==> config.mk <==
export PLATFORM = sky130hd
export DESIGN_NAME = dual_slope_pwm_timer8
export DESIGN_NICKNAME = d
export VERILOG_FILES = /design/src/shared/pwm_timer8_pkg.sv /design/src/verilog/dual_slope_pwm_timer8.sv /design/src/verilog/tick_prescaler.sv
export VERILOG_INCLUDE_DIRS = /design/src /design/src/shared
export SDC_FILE = /design/constraint.sdc
export NUM_CORES = 1
export LEC_CHECK = 0
export ABC_AREA = 1
export BUFFER_PORTS_ARGS = -buffer_cell sky130_fd_sc_hd__buf_4
export CELL_PAD_IN_SITES_DETAIL_PLACEMENT = 0
export CELL_PAD_IN_SITES_GLOBAL_PLACEMENT = 1
export CORE_ASPECT_RATIO = 0.7
export CORE_MARGIN = 8
export CORE_UTILIZATION = 33
export CTS_BUF_LIST = sky130_fd_sc_hd__clkbuf_4
export DETAILED_ROUTE_END_ITERATION = 8
export GPL_TIMING_DRIVEN = 0
export PLACE_DENSITY_LB_ADDON = 0.05
export SYNTH_ARGS = -nofsm -noshare
export SYNTH_HDL_FRONTEND = slang
export SYNTH_HIERARCHICAL = 1
export SYNTH_SLANG_ARGS = --single-unit
==> constraint.sdc <==
create_clock -name sys_clk -period 1.85 [get_ports sys_clk]
set_input_delay 0.185 -clock sys_clk [delete_from_list [all_inputs] [get_ports sys_clk]]
set_output_delay 0.185 -clock sys_clk [all_outputs]
set_load 0.1 [all_outputs]
==> src/shared/pwm_timer8_params.svh <==
// register offsets, field positions, reset values and timing counts
`ifndef PWM_TIMER8_PARAMS_SVH
`define PWM_TIMER8_PARAMS_SVH
`define CTRL_A_DATA_OFFSET   8'h44
`define CTRL_A_IO_OFFSET     8'h24
`define CTRL_A_RESET         8'h00
`define CTRL_A_WRITE_MASK    8'hF3
`define CTRL_A_ACT_A_HI      7
`define CTRL_A_ACT_A_LO      6
`define CTRL_A_ACT_B_HI      5
`define CTRL_A_ACT_B_LO      4
`define CTRL_A_WGM_HI        1
`define CTRL_A_WGM_LO        0
`define MODE_DUAL_FIXED      3'h1
`define MODE_DUAL_VAR        3'h5
`define ACT_TOGGLE           2'h1
`define ACT_NONINV           2'h2
`define ACT_INV              2'h3
`define COUNT_BOTTOM         8'h00
`define COUNT_MAX            8'hFF
`define PERIOD_TICKS         510
`define DIV_1                11'h001
`define DIV_8                11'h008
`define DIV_64               11'h040
`define DIV_256              11'h100
`define DIV_1024             11'h400
`endif

==> src/shared/pwm_timer8_pkg.sv <==
// types shared by the dual-slope pwm timer
package pwm_timer8_pkg;
  typedef enum logic [2:0] {
    CLK_STOP = 3'h0,
    CLK_D1   = 3'h1,
    CLK_D8   = 3'h2,
    CLK_D64  = 3'h3,
    CLK_D256 = 3'h4,
    CLK_D1K  = 3'h5
  } clk_sel_t;
  typedef enum logic [1:0] {
    DIR_UP   = 2'b01,
    DIR_DOWN = 2'b10
  } dir_t;
  typedef struct packed {
    logic [1:0] actA;
    logic [1:0] actB;
    logic [1:0] wgmLo;
  } ctrl_a_t;
  typedef struct packed {
    logic       wr;
    logic       rd;
    logic       ioSpace;
    logic [7:0] addr;
    logic [7:0] wdata;
  } reg_req_t;
endpackage

==> src/verilog/dual_slope_pwm_timer8.sv <==
// dual-slope pwm timer/counter, 8 bit, two compare channels
// What this block does
// RULE_01: modes 0x1/0x5 count up then down
// RULE_02: top is 0xFF or channel A compare
// RULE_03: clear on up match, set down; inverted swaps
// RULE_04: action 0x2 non-inverted, 0x3 inverted pwm
// RULE_05: counter holds top one tick, then reverses
// RULE_06: overflow flag set when counter reaches bottom
// RULE_07: channel A toggles on match when mode high set
// RULE_08: pin driven only when direction is output
// RULE_09: compare bottom low, max high; inverted opposite
// RULE_10: leaving max gives transition at period start; the code has no logic for this transition
// RULE_11: starting up above compare misses up match
// RULE_12: prescaler divides 1..1024; period 510 ticks
// RULE_13: synchronous; tick is clock enable
// RULE_14: control A at 0x44, I/O 0x24
// RULE_15: compare equal top: set/clear done at top
// RULE_16: compare values buffered, loaded at top
`timescale 1ns/1ps
`include "pwm_timer8_params.svh"
module dual_slope_pwm_timer8
  import pwm_timer8_pkg::*;
#(
  parameter int CNT_W = 8
) (
  input  wire logic             sys_clk,
  input  wire logic             arst_n,
  input  wire reg_req_t         regReq,
  output logic [7:0]            regRdata,
  input  wire logic             waveformModeHighBit,
  input  wire clk_sel_t         clkSel,
  input  wire logic [CNT_W-1:0] compareValueA,
  input  wire logic [CNT_W-1:0] compareValueB,
  input  wire logic             pinDirOutA,
  input  wire logic             pinDirOutB,
  input  wire logic             overflowFlagClr,
  input  wire logic             matchFlagAClr,
  input  wire logic             matchFlagBClr,
  output logic [CNT_W-1:0]      counterValue,
  output logic                  overflowFlag,
  output logic                  matchFlagA,
  output logic                  matchFlagB,
  output logic                  compareOutputA,
  output logic                  compareOutputB,
  output logic                  pinOutA,
  output logic                  pinOeA_n,
  output logic                  pinOutB,
  output logic                  pinOeB_n
);
  ctrl_a_t          ctrl_r;
  logic [CNT_W-1:0] cnt_r;
  dir_t             dir_r;
  logic [CNT_W-1:0] ocrA_r;
  logic [CNT_W-1:0] ocrB_r;
  logic             ocA_r;
  logic             ocB_r;
  logic             tov_r;
  logic             ocfA_r;
  logic             ocfB_r;
  logic             timerTick;
  logic [2:0]       mode;
  logic             dualMode;
  logic [CNT_W-1:0] topVal;
  logic             atTop;
  logic             atBottom;
  logic             goingUp;
  logic [CNT_W-1:0] cnt_nxt;
  dir_t             dir_nxt;
  logic             hitCtrl;
  logic             matchA;
  logic             matchB;
  logic             ocA_nxt;
  logic             ocB_nxt;
  logic [7:0]       ctrlRead;
  logic [5:0]       ctrlWdata;
  logic             ctrlWrite;
  logic             countEn;
  logic             bufLoad;
  logic             ovfSet;
  logic             matchSetA;
  logic             matchSetB;
  logic             pwmA;
  logic             pwmB;
  logic             togA;
  logic             togB;
  logic             hitMidA;
  logic             hitMidB;
  logic             hitTopA;
  logic             hitTopB;
  logic             forceBotA;
  logic             forceBotB;
  logic             slopeLvlA;
  logic             slopeLvlB;

  tick_prescaler #(
    .DIV_W (10)
  ) u_presc (
    .sys_clk (sys_clk),
    .arst_n  (arst_n),
    .clkSel  (clkSel),
    .tick    (timerTick)
  );

  // register access
  assign hitCtrl = regReq.ioSpace ? (regReq.addr == `CTRL_A_IO_OFFSET)
                                  : (regReq.addr == `CTRL_A_DATA_OFFSET); // see RULE_14
  assign ctrlRead = {ctrl_r.actA, ctrl_r.actB, 2'b00, ctrl_r.wgmLo};
  assign regRdata = (regReq.rd && hitCtrl) ? ctrlRead : 8'h00;
  assign ctrlWrite = regReq.wr && hitCtrl;
  // bits 3:2 are not stored, so they always read back as zero
  assign ctrlWdata = {regReq.wdata[`CTRL_A_ACT_A_HI:`CTRL_A_ACT_B_LO],
                      regReq.wdata[`CTRL_A_WGM_HI:`CTRL_A_WGM_LO]};

  // mode and top
  assign mode     = {waveformModeHighBit, ctrl_r.wgmLo};
  assign dualMode = (mode == `MODE_DUAL_FIXED) || (mode == `MODE_DUAL_VAR); // see RULE_01
  assign topVal   = (mode == `MODE_DUAL_VAR) ? ocrA_r : CNT_W'(`COUNT_MAX); // see RULE_02
  assign atTop    = (cnt_r == topVal);
  assign atBottom = (cnt_r == CNT_W'(`COUNT_BOTTOM));
  assign countEn  = timerTick && dualMode; // see RULE_13
  // outside dual-slope the compare values follow the inputs at once
  assign bufLoad  = !dualMode || (timerTick && atTop); // see RULE_16

  // direction for the step taken on this tick; top holds one tick then reverses
  assign goingUp = (dir_r == DIR_UP) && !atTop;
  assign dir_nxt = atTop ? DIR_DOWN : (atBottom ? DIR_UP : dir_r); // see RULE_05
  assign cnt_nxt = atTop ? cnt_r - 1'b1 :
                   atBottom ? cnt_r + 1'b1 :
                   (dir_r == DIR_UP) ? cnt_r + 1'b1 : cnt_r - 1'b1; // see RULE_01

  // a match only happens when the count equals the compare; jumping past it
  // by a counter start above compare simply never matches on the way up
  assign matchA = (cnt_r == ocrA_r); // see RULE_11
  assign matchB = (cnt_r == ocrB_r);

  // channel A: non-inverted clears counting up, sets counting down
  assign pwmA      = ctrl_r.actA[1]; // see RULE_04
  assign togA      = (ctrl_r.actA == `ACT_TOGGLE) && waveformModeHighBit; // see RULE_07
  assign hitMidA   = matchA && !atTop; // see RULE_03
  // compare at top: match ignored, level set at top so max stays high
  assign hitTopA   = matchA && atTop; // see RULE_15
  // compare at bottom: forced to the up-count level so it stays low
  assign forceBotA = atBottom && (ocrA_r == CNT_W'(`COUNT_BOTTOM)); // see RULE_09
  assign slopeLvlA = goingUp ? ctrl_r.actA[0] : !ctrl_r.actA[0]; // see RULE_03
  assign ocA_nxt   = togA      ? (ocA_r ^ matchA) :
                     !pwmA     ? ocA_r :
                     forceBotA ? ctrl_r.actA[0] :
                     hitTopA   ? !ctrl_r.actA[0] : // see RULE_10
                     hitMidA   ? slopeLvlA : ocA_r;

  // channel B has no toggle option in this mode
  assign pwmB      = ctrl_r.actB[1]; // see RULE_04
  assign togB      = 1'b0; // see RULE_07
  assign hitMidB   = matchB && !atTop; // see RULE_03
  assign hitTopB   = matchB && atTop; // see RULE_15
  assign forceBotB = atBottom && (ocrB_r == CNT_W'(`COUNT_BOTTOM)); // see RULE_09
  assign slopeLvlB = goingUp ? ctrl_r.actB[0] : !ctrl_r.actB[0]; // see RULE_03
  assign ocB_nxt   = togB      ? (ocB_r ^ matchB) :
                     !pwmB     ? ocB_r :
                     forceBotB ? ctrl_r.actB[0] :
                     hitTopB   ? !ctrl_r.actB[0] : // see RULE_10
                     hitMidB   ? slopeLvlB : ocB_r;

  // flag set terms; a set in the same cycle as a clear wins
  assign ovfSet    = countEn && (cnt_nxt == CNT_W'(`COUNT_BOTTOM)) && !atBottom; // see RULE_06
  assign matchSetA = countEn && matchA;
  assign matchSetB = countEn && matchB;

  always_ff @(posedge sys_clk or negedge arst_n) begin
    if (!arst_n) begin
      ctrl_r <= '0;
    end else if (ctrlWrite) begin // see RULE_14
      ctrl_r <= ctrl_a_t'(ctrlWdata);
    end
  end

  // counter advances only on the prescaled tick
  always_ff @(posedge sys_clk or negedge arst_n) begin
    if (!arst_n) begin
      cnt_r <= '0;
      dir_r <= DIR_UP;
    end else if (countEn) begin // see RULE_13
      cnt_r <= cnt_nxt;
      dir_r <= dir_nxt;
    end
  end

  // buffered compare values refresh at top
  always_ff @(posedge sys_clk or negedge arst_n) begin
    if (!arst_n) begin
      ocrA_r <= '0;
    end else if (bufLoad) begin // see RULE_16
      ocrA_r <= compareValueA;
    end
  end

  always_ff @(posedge sys_clk or negedge arst_n) begin
    if (!arst_n) begin
      ocrB_r <= '0;
    end else if (bufLoad) begin // see RULE_16
      ocrB_r <= compareValueB;
    end
  end

  always_ff @(posedge sys_clk or negedge arst_n) begin
    if (!arst_n) begin
      ocA_r <= 1'b0;
    end else if (countEn) begin
      ocA_r <= ocA_nxt;
    end
  end

  always_ff @(posedge sys_clk or negedge arst_n) begin
    if (!arst_n) begin
      ocB_r <= 1'b0;
    end else if (countEn) begin
      ocB_r <= ocB_nxt;
    end
  end

  always_ff @(posedge sys_clk or negedge arst_n) begin
    if (!arst_n) begin
      tov_r <= 1'b0;
    end else begin
      tov_r <= ovfSet || (tov_r && !overflowFlagClr); // see RULE_06
    end
  end

  always_ff @(posedge sys_clk or negedge arst_n) begin
    if (!arst_n) begin
      ocfA_r <= 1'b0;
    end else begin
      ocfA_r <= matchSetA || (ocfA_r && !matchFlagAClr);
    end
  end

  always_ff @(posedge sys_clk or negedge arst_n) begin
    if (!arst_n) begin
      ocfB_r <= 1'b0;
    end else begin
      ocfB_r <= matchSetB || (ocfB_r && !matchFlagBClr);
    end
  end

  assign counterValue   = cnt_r;
  assign overflowFlag   = tov_r;
  assign matchFlagA     = ocfA_r;
  assign matchFlagB     = ocfB_r;
  assign compareOutputA = ocA_r;
  assign compareOutputB = ocB_r;
  // pin shows the compare output only when directed out and connected
  assign pinOutA  = ocA_r;
  assign pinOeA_n = !(pinDirOutA && (ctrl_r.actA != 2'b00)); // see RULE_08
  assign pinOutB  = ocB_r;
  assign pinOeB_n = !(pinDirOutB && ctrl_r.actB[1]); // see RULE_08
endmodule

==> src/verilog/tick_prescaler.sv <==
// prescaler producing the one-cycle timer tick enable
`timescale 1ns/1ps
`include "pwm_timer8_params.svh"
module tick_prescaler
  import pwm_timer8_pkg::*;
#(
  parameter int DIV_W = 10
) (
  input  wire logic     sys_clk,
  input  wire logic     arst_n,
  input  wire clk_sel_t clkSel,
  output logic          tick
);
  logic [DIV_W-1:0] div_r;
  logic [10:0]      ratio;
  // one free counter; each division taps its own wrap point
  assign ratio = (clkSel == CLK_D1)   ? `DIV_1 :
                 (clkSel == CLK_D8)   ? `DIV_8 :
                 (clkSel == CLK_D64)  ? `DIV_64 :
                 (clkSel == CLK_D256) ? `DIV_256 : `DIV_1024;
  assign tick = (clkSel != CLK_STOP)
             && ((div_r & DIV_W'(ratio - 11'h001)) == '0); // see RULE_12
  always_ff @(posedge sys_clk or negedge arst_n) begin
    if (!arst_n) begin
      div_r <= '0;
    end else begin
      div_r <= div_r + 1'b1;
    end
  end
endmodule
# ---- Yosys cells after proc, flatten, opt, wreduce, memory -nomap -nowiden
# Index checks and enable logic that the tools add are counted.
dict set report word_totals {
  input_bits 46
  out_inout_bits 25
  reg_bits 47
  word_cells 105
}
dict set report op_classes {
  add_sub_neg 4
  n_eq_ne 13
  n_reduce_logical 51
  bitwise_logic 2
  muxes 22
}
# op n
set ops {}
lappend ops {{8-bit 2-to-1 mux} 5}
lappend ops {{8-bit logical NOT} 4}
lappend ops {{10-bit 2-to-1 mux} 3}
lappend ops {{8-bit equality test} 3}
lappend ops {{1-bit logical AND} 22}
lappend ops {{1-bit 2-to-1 mux} 11}
lappend ops {{10-bit by 1-bit adder with 10-bit output, second input constant} 1}
lappend ops {{10-bit bitwise AND} 1}
lappend ops {{1-bit logical NOT} 10}
lappend ops {{10-bit logical NOT} 1}
lappend ops {{10-bit by 1-bit subtractor with 10-bit output, second input constant} 1}
lappend ops {{9-bit 2-to-1 mux} 1}
lappend ops {{8-bit by 1-bit adder with 8-bit output, second input constant} 1}
lappend ops {{8-bit by 6-bit equality test with 1-bit output, second input constant} 1}
lappend ops {{8-bit by 7-bit equality test with 1-bit output, second input constant} 1}
lappend ops {{8-bit by 1-bit subtractor with 8-bit output, second input constant} 1}
lappend ops {{3-bit by 1-bit equality test with 1-bit output, second input constant} 2}
lappend ops {{3-bit by 2-bit equality test with 1-bit output, second input constant} 2}
lappend ops {{3-bit equality test, second input constant} 2}
lappend ops {{3-bit AND reduction} 2}
lappend ops {{2-bit nonzero test} 3}
lappend ops {{3-bit nonzero test} 2}
lappend ops {{1-bit logical OR} 5}
lappend ops {{2-bit by 1-bit equality test with 1-bit output, second input constant} 2}
lappend ops {{4 further kinds} 5}

# ---- Longest topological paths before layout
# Gate-level depths: netlist of run 1.
dict set report logic_depth {
  depth_word 13
  depth_mapped 15
}

# ---- Cells and area by module
# The synthesis of run 1 kept the hierarchy.
# module n_inst seq_area_each_um2 area_per_inst_um2 cells_per_inst
set modules_own_cells {}
lappend modules_own_cells {dual_slope_pwm_timer8 1 927.1 2586.2 374}
lappend modules_own_cells {tick_prescaler 1 250.2 551.8 68}

# ---- Worst setup path before layout of run 1
# OpenSTA, ideal clock, no wires.
dict set report synth_timing {
  kind {register -> output}
  from {reg ctrl_r, in the netlist ctrlRead[6]}
  to {out pinOeA_n}
  stages_incl_launch_ff 2
  t_required_ps 1665
  arrival_time_ps 2508
  setup_slack_ps -843
  n_path_buf 0
  path_cell_list {dfrtp_1 o21ai_0}
}
dict set report synth_via {
  elab_chain_len 3
}
# item line_no
set synth_lines {}
lappend synth_lines {{start, declared} dual_slope_pwm_timer8.sv:50} ;# ctrl_a_t ctrl_r;
lappend synth_lines {{start signal, assigned} dual_slope_pwm_timer8.sv:173} ;# ctrl_r <= ctrl_a_t'(ctrlWdata);
lappend synth_lines {{2-bit nonzero test} dual_slope_pwm_timer8.sv:253} ;# assign pinOeA_n = !(pinDirOutA && (ctrl_r.actA != 2'b00));
lappend synth_lines {{1-bit logical AND} dual_slope_pwm_timer8.sv:253}
lappend synth_lines {{1-bit logical NOT} dual_slope_pwm_timer8.sv:253}
lappend synth_lines {{end, declared} dual_slope_pwm_timer8.sv:46} ;# output logic pinOeA_n,
# Every way passes these cells.

# ---- Worst setup path in the final report of run 1
dict set report layout_timing {
  from {reg cnt_r[3], in the netlist counterValue[3]}
  to {reg dir_r[1]}
}
dict set report layout_via {
  elab_chain_len 3
}
# item line_no
set layout_lines {}
lappend layout_lines {{start, declared} dual_slope_pwm_timer8.sv:51} ;# logic [CNT_W-1:0] cnt_r;
lappend layout_lines {{start signal, assigned} dual_slope_pwm_timer8.sv:183} ;# cnt_r <= cnt_nxt;
lappend layout_lines {{8-bit equality test or 8-bit logical NOT (tied branches)} {dual_slope_pwm_timer8.sv:118, dual_slope_pwm_timer8.sv:119}}
lappend layout_lines {{2-bit nonzero test (no line)} -}
lappend layout_lines {{2-bit AND reduction (no line)} -}
lappend layout_lines {{end signal, assigned} dual_slope_pwm_timer8.sv:184} ;# dir_r <= dir_nxt;
lappend layout_lines {{end, declared} dual_slope_pwm_timer8.sv:52} ;# dir_t dir_r;
# Parallel ways exist; a longest one is shown, timed or not.
# A chain may end at the register's enable or synchronous reset.

==> reports/metrics.yaml, run 1 <==
critical_path_class: "flip-flop to flip-flop"
wl_met1_um: 4860
setup_viol: 5
power_mw: 4.60
grt_pass1_wl_um: 16100
peakVddDrop_mv: 0.402
rsz0062_at_grt: "yes"
slew_viol_final: 0
slowest_delay_ps: 530
place_hpwl_um: 7070
fill_cells: 908
cts_tree: "yes"
regArea_sq_um: 1200
io_pins: 71
finalClockSkew_ps: 17.9
ys_types: 36
initial_core_util: 0.343
syn_avg_cell_area_sq_um: 7.10
multi_input_area_sq_um: 1880
dieArea_sq_um: 12900
r2r-end: "dir_r[1]"
netlist_area_sq_um: 3140
wl_um: 9930
min_period_ps: 1920
critPathTopFamily: "buffers and inverters"
worstMarginPinSlew_ps: 619
violations: "negative setup slack"
yosys_warnings: 6
synth-seq-cells: 47
clk_pin_slew_ps: 140
crit_path_start: "counterValue[3]"
vias: 3255
synth_edf_count: 0
via_per_inst: 4.64
nets: 627
required_ps: 2130
diodes: 0
r2r_start: "counterValue[3]"
setup_ws_ps: -73.7
synth_top_cell_by_area: "dfrtp_1"
final_util: 0.526
finalCritPeriodShare: 1.04
hold_violations: 0
maxCapViolations: 0
cpMaxStageDelayCell: "dfrtp_4"
antenna_left: 0
routed.top_layer: "met4"
drc: 0
startpoint_type: "flip-flop"
gr-usage-all-layers: 0.152
die_h_um: 97.6
met3_length_um: 735
timing.fmax_ghz: 0.520
ys.flop_type: "dfrtp_1"
crit_cells: 11
holdCritPathClass: "input port to flip-flop"
worstSkewPairLatency_ps: 390
ctsRootBufferMaster: "clkbuf_4"
drtIter0Drc: 167
synth.area.top_cells: "dfrtp_1, nand2_1, inv_1"
firstDrtPassIters: 5
die_w_um: 133
grt_max_degree: 48
status: "finished, violations left"
numCtsBuffers: 5
r2r_slack_ps: -70
cts.sinks: 47
row_count: 29
synthArstFlopShare: 1.00
wire_per_inst_um: 14.2
crit_arrival_ps: 2210
path_buf_inv: 5
cts-htree-levels: 2
grt_pass1_vias: 3236
area_growth_pct: 53.3
reg2reg_depth: 11
portBuffers: 66
antenna_found_initial: 0
endpoint: "dir_r[1]"
synth_top_area_frac: 0.367
power.static_leakage_nw: 2.39
end_kind: "flip-flop"
cp_max_fo: 8
syn_inst: 442
power_density_nw_per_um2: 957
met2WireLength_um: 4260
cts_max_path_buffers: 2
path_cells: "inv_4, buf_4, o21ai_1, inv_2, nor2_4, nand3_4, buf_8, buf_6, a21oi_4, nand2_1, o21a_1"
yosysSeqAreaShare: 0.375
whs_ps: 26.8
core_sq_um: 9140
slew_headroom: 0.587
grt_overflow: 0
gp_congestion: 0.849
drive_gt1_frac: 0.385
-- what timing repair did --
action	in CTS	in global routing
endpoints found under the setup margin	26	28
pin swaps	18	29
endpoints found under the hold margin	65	5
buffers inserted	19	14
hold buffers	20	5
gates resized for setup	35	70
cloned	2	2
-- cells in the final DEF (no fill, tap or decap), types with 5 or more instances in the layout --
cell type	netlist	routed
buf_8	0	5
nor2_2	4	8
nor2_1	35	26
nand4_1	6	6
o21ai_2	1	15
dfrtp_1	46	38
buf_6	4	9
buf_4	8	98
nand2_2	6	30
xor2_1	15	15
inv_1	51	48
nand2_1	128	102
dlygate4sd3_1	0	25
nor2_4	3	8
clkbuf_4	0	5
nand3b_1	6	6
o21ai_0	25	15
dfrtp_4	0	7
nand3_1	36	31
o21ai_1	20	16
inv_2	10	6
-- worst min path at each step --
stage                startpoint                to  slack [ps]  cells after the start
6_report       compareValueA[4]         ocrA_r[4]          30                      3
5_1_grt        compareValueA[4]         ocrA_r[4]           6                      3
4_1_cts        compareValueA[7]         ocrA_r[7]         0.8                      3
3_5_place_dp             arst_n  u_presc/div_r[7]         250                      1
3_3_place_gp             arst_n  u_presc/div_r[9]         240                      1
2_1_floorplan            arst_n    compareOutputA        -110                      0
-- power by group --
part,switching (mW),internal [mW]
Combinational,1.62,1.03
Sequential,0.137,1.16
Clock,0.369,0.285
Total,2.12,2.48
-- cell usage after synthesis (all sizes together), types with 6 or more instances --
cell type  instances
nor3               7
xor2              15
dfrtp             46
nand3             37
buf               13
nand2            134
a21oi              6
o21ai             46
nor2              42
inv               61
nand3b             6
nand4              6
-- metal layers --
metal,vias to the layer above,global-route usage
met4,0,0.0322
met5,-,0
li1,1668,-
met2,112,0.226
met1,1468,0.212
met3,7,0.0439
-- stage by stage --
stage	area [sq um]	instances	setup TNS [ps]	worst slack (ps)
floorplan	3210	443	-1920	-292
global placement	3860	633	-6680	-707
detailed placement	3860	633	-7000	-717
CTS	4400	680	-222	-68.9
global route	4810	701	-1910	-214
finish	4810	701	-272	-73.7
-- registers in the layout, indices dropped and copies added, names as in the netlist, 2 cells and up --
register and flops:
u_presc/div_r 10, counterValue 8, ocrA_r 8, ocrB_r 8, ctrlRead 6, dir_r 2
-- final cells by class --
| class | count | share of cell area |
|---|---|---|
| clock buffers | 5 | 0.00780 |
| flip-flops and latches | 47 | 0.250 |
| plain buffers | 13 | 0.0296 |
| clock inverters | 3 | 0.00910 |
| repair buffers | 128 | 0.227 |
| well taps | 124 | 0.0322 |
| inverters | 61 | 0.0528 |
| multi-input cells | 320 | 0.391 |
-- worst reg2reg max path: cells and delay by family (launching register included) --
kind	cells	cell delay (ps)
AO/OA/AOI/OAI	3	440
buffers and inverters	5	540
flip-flops	1	530
AND/OR/NAND/NOR	3	320
-- logic make-up (layout without fill, tap and decap cells) --
| logic type | after synthesis | after routing | share of synthesized area |
|---|---|---|---|
| adders and majority gates | 5 | 5 | 0.0199 |
| other | 1 | 2 | 0.00120 |
| buffers and inverters | 76 | 210 | 0.110 |
| DFF | 47 | 47 | 0.375 |
| and+or+nand+nor | 239 | 239 | 0.349 |
| xor gates and xnor gates | 18 | 18 | 0.0502 |
| AOI/OAI and AO/OA | 56 | 56 | 0.0941 |
(Power assumes the default switching activity.)
==> run 2, diff against run 1 <==
--- a/config.mk
+++ b/config.mk
@@ -7,6 +7,7 @@
 export NUM_CORES = 1
 export LEC_CHECK = 0
 export ABC_AREA = 1
+export ABC_CLOCK_PERIOD_IN_PS = 1850
 export BUFFER_PORTS_ARGS = -buffer_cell sky130_fd_sc_hd__buf_4
 export CELL_PAD_IN_SITES_DETAIL_PLACEMENT = 0
 export CELL_PAD_IN_SITES_GLOBAL_PLACEMENT = 1
@@ -16,7 +17,7 @@
 export CTS_BUF_LIST = sky130_fd_sc_hd__clkbuf_4
 export DETAILED_ROUTE_END_ITERATION = 8
 export GPL_TIMING_DRIVEN = 0
-export PLACE_DENSITY_LB_ADDON = 0.05
+export PLACE_DENSITY = 0.69
 export SYNTH_ARGS = -nofsm -noshare
 export SYNTH_HDL_FRONTEND = slang
 export SYNTH_HIERARCHICAL = 1
==> run 2 against run 1 <==
  * The run still ends with negative setup slack left
  * First-iteration DRC count is 2.4% lower
  * Critical path depth stayed put
  * Maximum frequency is 0.10% higher
  * Largest cell class unchanged
  * Largest power group unchanged
  * Sequential power hardly changed
  * Critical endpoint is now compareOutputB
  * Clock skew is 1.0 ps higher
  * Clock power is 19% lower
  * Core utilization is 0.52 points lower
==> reports/metrics.yaml, run 2 (synthesized netlist as in run 1, its figures left out) <==
status: "finished, violations left"
violations: "negative setup slack"
io_pins: 71
grt_pass1_vias: 3096
antenna_found_initial: 0
finalCritPeriodShare: 1.04
crit_path_start: "counterValue[2]"
grt_pass1_wl_um: 16100
nets: 611
cts_tree: "yes"
slew_viol_final: 0
via_per_inst: 4.67
die_w_um: 133
grt_max_degree: 48
diodes: 0
power.static_leakage_nw: 2.35
power_density_nw_per_um2: 982
initial_core_util: 0.343
gp_congestion: 0.875
regMostFlops: "u_presc/div_r"
drive_gt1_frac: 0.421
end_kind: "flip-flop"
dieArea_sq_um: 12900
min-delay-start: "compareValueB[6]"
cp_max_fo: 8
maxCapViolations: 0
antenna_left: 0
core_sq_um: 9140
holdCritPathClass: "input port to flip-flop"
wire_per_inst_um: 14.6
wl_um: 10000
vias: 3201
slew_headroom: 0.586
portBuffers: 66
path_cells: "buf_12, nor2_4, nand2_2, nor2_4, buf_12, inv_6, nor3_4, a21oi_2, or2_0, nand3_1, nand2_1"
cpMaxStageDelayCell: "dfrtp_4"
area_growth_pct: 51.8
setup_viol: 4
drc: 0
layout_common_cells: "buf_4, nand2_1, inv_1"
hold_violations: 0
numCtsBuffers: 5
final_common_cell: "buf_4"
setup_ws_ps: -71.8
finalClockSkew_ps: 18.9
row_count: 29
cts-htree-levels: 2
firstDrtPassIters: 4
die_h_um: 97.6
ctsRootBufferMaster: "clkbuf_4"
place_hpwl_um: 7130
grt_overflow: 0
path_buf_inv: 3
slowest_delay_ps: 540
rsz0062_at_grt: "yes"
critical_path_class: "flip-flop to flip-flop"
cts_max_path_buffers: 2
timing.fmax_ghz: 0.520
required_ps: 2120
tns_ps: -210
largest_reg_flops: 10
cts.sinks: 47
gr-usage-all-layers: 0.151
r2r_start: "counterValue[2]"
drtIter0Drc: 163
min_period_ps: 1920
crit_arrival_ps: 2190
clk_pin_slew_ps: 170
peakVddDrop_mv: 0.334
whs_ps: 5.52
worstMarginPinSlew_ps: 620
worstSkewPairLatency_ps: 370
startpoint_type: "flip-flop"
critPathTopFamily: "simple AND/OR/NAND/NOR gates"
run 2: cell types whose count changed in the layout (fill, tap and decap cells not counted), moves of 2 or more:
cell	before	now
o21ai_2	15	9
nand2_1	102	90
clkinv_4	2	0
buf_8	5	7
buf_6	9	7
nand3_4	3	5
nand2_4	1	6
nand2_2	30	37
o21ai_0	15	13
nand3_2	3	1
nor2_4	8	10
dlygate4sd3_1	25	7
o21ai_1	16	23
run 2: path summary, 6_finish.rpt:
check / slack (ps) / cells after the start / endpoint
setup / recovery: -70 / 11 / compareOutputB
hold / removal: 6 / 3 / ocrB_r[6]
setup reg to reg: -70 / 11 / compareOutputB
min in group asynchronous: 360 / 2 / u_presc/div_r[3]
hold reg to reg: 460 / 1 / u_presc/div_r[0]
max in group asynchronous: 1020 / 2 / counterValue[1]
run 2: what timing repair did:
item | in CTS | in global routing
buffers inserted | 17 | 18
hold buffers | 3 | 4
resized for setup | 33 | 105
endpoints found under the setup margin | 27 | 28
gates cloned | 2 | 2
hold endpoints to repair | 48 | 4
pin swaps | 8 | 36
run 2: tightest hold or removal path: stages:
cell and delay, ps:
buf_4 90, nand2_2 50, o21ai_2 40
run 2: area by class of cell:
cell class,count,area (sq um)
Multi-Input combinational cell,320,1980
Inverter,61,259
Tap cell,124,155
Clock inverter,2,12.5
Timing Repair Buffer,112,957
Sequential cell,47,1200
Buffer,13,151
Clock buffer,6,45.0
Fill cell,924,4380
run 2: power by group:
part / leakage (nW) / internal (mW) / switching (mW)
Clock: 0.0317 / 0.162 / 0.371
Combinational: 1.78 / 1.11 / 1.72
Sequential: 0.541 / 1.16 / 0.144
Total: 2.35 / 2.44 / 2.24
run 2: per-stage QoR:
stage               area [sq um]  worst slack, ps  std cells  total power [mW]  utilization
floorplan                   3210             -292        443              2.83            -
global placement            3860             -804        633              3.35        0.422
detailed placement          3860             -749        633              3.35        0.422
CTS                         4190             -114        661              4.10        0.459
global route                4760             -199        685              4.99        0.521
finish                      4760            -71.8        685              4.68        0.521
run 2: per-layer routing:
metal / vias to the layer above / GRT usage / wire length, um
li1: 1642 / - / -
met1: 1459 / 0.221 / 4930
met2: 96 / 0.217 / 4320
met3: 4 / 0.0351 / 683
met4: 0 / 0.0357 / 64
met5: - / 0 / 0
==> run 3, diff against run 2 <==
--- a/config.mk
+++ b/config.mk
@@ -11,7 +11,6 @@
 export BUFFER_PORTS_ARGS = -buffer_cell sky130_fd_sc_hd__buf_4
 export CELL_PAD_IN_SITES_DETAIL_PLACEMENT = 0
 export CELL_PAD_IN_SITES_GLOBAL_PLACEMENT = 1
-export CORE_ASPECT_RATIO = 0.7
 export CORE_MARGIN = 8
 export CORE_UTILIZATION = 33
 export CTS_BUF_LIST = sky130_fd_sc_hd__clkbuf_4
==> run 3 against run 2 <==
  * Global-route usage rose by 0.25 points
  * Core utilization decreased by 0.19 points
  * Combinational power is 1% higher
  * Via count increased by 1.9%
  * Maximum frequency grew 1.5%
  * Non-clock buffer count grew 11
  * Largest cell class unchanged
  * Hold slack improved by 3.7 ps
  * The run still ends with negative setup slack left
  * Clock skew increased by 1.7 ps
  * Clock power rose by 3%
  * Clock-buffer cell count stayed put
==> reports/metrics.yaml, run 3 (synthesized netlist as in run 1, its figures left out) <==
status: "finished, violations left"
violations: "negative setup slack"
core_sq_um: 9240
wl_um: 10100
slew_viol_final: 0
maxCapViolations: 0
finalClockSkew_ps: 20.6
startpoint_type: "flip-flop"
p_seq_frac: 0.275
crit_arrival_ps: 2170
r2r_start: "counterValue[2]"
slowest_delay_ps: 530
end_kind: "flip-flop"
hold_violations: 0
row_count: 35
cts-htree-levels: 2
drc: 0
critical_path_class: "flip-flop to flip-flop"
critPathTopFamily: "simple AND/OR/NAND/NOR gates"
initial_core_util: 0.340
holdCritPathClass: "input port to flip-flop"
p_int_mw: 2.50
required_ps: 2120
layout_common_cells: "nand2_1, buf_4, inv_1"
wire_per_inst_um: 14.4
crit_top_cell: "nand2_2"
holdPathEnd: "ocrB_r[4]"
grt_pass1_wl_um: 16100
io_pins: 71
via_per_inst: 4.65
gr-usage-all-layers: 0.154
grt_overflow: 0
antenna_left: 0
gp_congestion: 0.840
firstDrtPassIters: 4
grt_pass1_vias: 3328
clkPwrFrac: 0.116
rsz0062_at_grt: "yes"
combPwrFrac: 0.609
worstMarginPinSlew_ps: 613
diodes: 0
reg2reg_depth: 12
cpMaxStageDelayCell: "dfrtp_4"
slew_headroom: 0.592
min-delay-start: "compareValueB[4]"
cp_max_fo: 6
r2r-end: "compareOutputA"
peakVddDrop_mv: 0.377
min_period_ps: 1890
drive_gt1_frac: 0.383
cts.sinks: 47
die_w_um: 114
area_growth_pct: 52.9
power_mw: 4.73
setup_ws_ps: -43.2
largest_reg_flops: 10
whs_ps: 9.18
die_h_um: 114
nets: 622
place_hpwl_um: 7090
r2r_slack_ps: -40
antenna_found_initial: 0
fin_cells: 701
power.static_leakage_nw: 2.39
final_common_cell: "nand2_1"
path_cells: "buf_8, nor2_4, nand2_2, nor2_4, buf_6, nand3_4, nand2_2, nand2_2, nand2_2, nand2_2, nor2_2, a21oi_1"
ctsRootBufferMaster: "clkbuf_4"
dieArea_sq_um: 12900
grt_max_degree: 48
p_sw_frac: 0.470
power_density_nw_per_um2: 985
clk_pin_slew_ps: 170
timing.fmax_ghz: 0.528
worstSkewPairLatency_ps: 390
vias: 3262
portBuffers: 66
numCtsBuffers: 5
cts_tree: "yes"
power.net_switching_mw: 2.22
setup_viol: 3
cts_max_path_buffers: 2
finalCritPeriodShare: 1.02
path_buf_inv: 2
placed_cells: 638
regMostFlops: "u_presc/div_r"
drtIter0Drc: 143
hold_depth: 3
==> run 3: changes by cell type in the layout (fill, tap and decap cells not counted), moves of 2 or more <==
cell and delta:
nor2_2 +2, nor4_1 -2, inv_1 +2, buf_4 +4, nand2_1 +18, o21ai_2 -3, nand3_1 -3, o21ai_0 +4
nand3_2 +4, nor4_2 +2, nand2_2 -19, dlygate4sd3_1 +10
==> run 3: worst reg2reg max path: cells and delay by family (launching register included) <==
kind / cells / cell delay [ps]
simple gates: 9 / 910
flops: 1 / 530
compound gates: 1 / 60
buf+inv: 2 / 300
==> run 3: how the worst max path moves through the flow <==
stage	depth (start not counted)	to	startpoint	slack, ps
after floorplan	5	regRdata[0]	regReq[12]	-290
after global placement	13	counterValue[3]	clkSel[1]	-730
after detailed placement	13	counterValue[2]	clkSel[1]	-750
after CTS	14	overflowFlag	counterValue[1]	-80
after global routing	12	compareOutputA	counterValue[2]	-180
final	12	compareOutputA	counterValue[2]	-40
==> run 3: cell type report <==
type	count	area (sq um)
Sequential cell	47	1200
Timing Repair Buffer	123	1050
Fill cell	903	4440
Tap cell	129	161
Clock inverter	2	16.3
Inverter	61	249
Multi-Input combinational cell	320	1930
Buffer	13	139
Clock buffer	6	45.0
==> run 3: timing repair <==
action,CTS,global route
hold buffers,16,1
gates resized for setup,29,73
endpoints found under the setup margin,26,28
setup buffers,21,16
endpoints found under the hold margin,61,1
pin swaps,17,33
gates cloned,1,2
==> run 3: stage by stage <==
| step | worst slack [ps] | setup TNS (ps) | area, sq um | utilization |
|---|---|---|---|---|
| 6_report | -43.2 | -105 | 4800 | 0.519 |
| 5_1_grt | -178 | -1870 | 4800 | 0.519 |
| 4_1_cts | -76.0 | -437 | 4350 | 0.471 |
| 3_5_place_dp | -746 | -7810 | 3870 | 0.419 |
| 3_3_place_gp | -733 | -7330 | 3870 | 0.419 |
| 2_1_floorplan | -292 | -1920 | 3210 | - |
==> run 3: routing by layer <==
| metal | global-route usage | vias up | wire (um) |
|---|---|---|---|
| met5 | 0 | - | 0 |
| met4 | 0.0373 | 0 | 131 |
| met3 | 0.0396 | 11 | 648 |
| met2 | 0.261 | 83 | 5000 |
| met1 | 0.190 | 1516 | 4300 |
| li1 | - | 1652 | - |
==> run 3: power groups by stage <==
stage / Sequential (mW) / Combinational, mW / Clock, mW
after CTS: 1.30 / 2.33 / 0.575
after detailed placement: 1.31 / 2.03 / 0
after floorplan: 1.55 / 1.28 / 0
final: 1.30 / 2.88 / 0.548
after global placement: 1.31 / 2.02 / 0
after global routing: 1.32 / 3.14 / 0.609
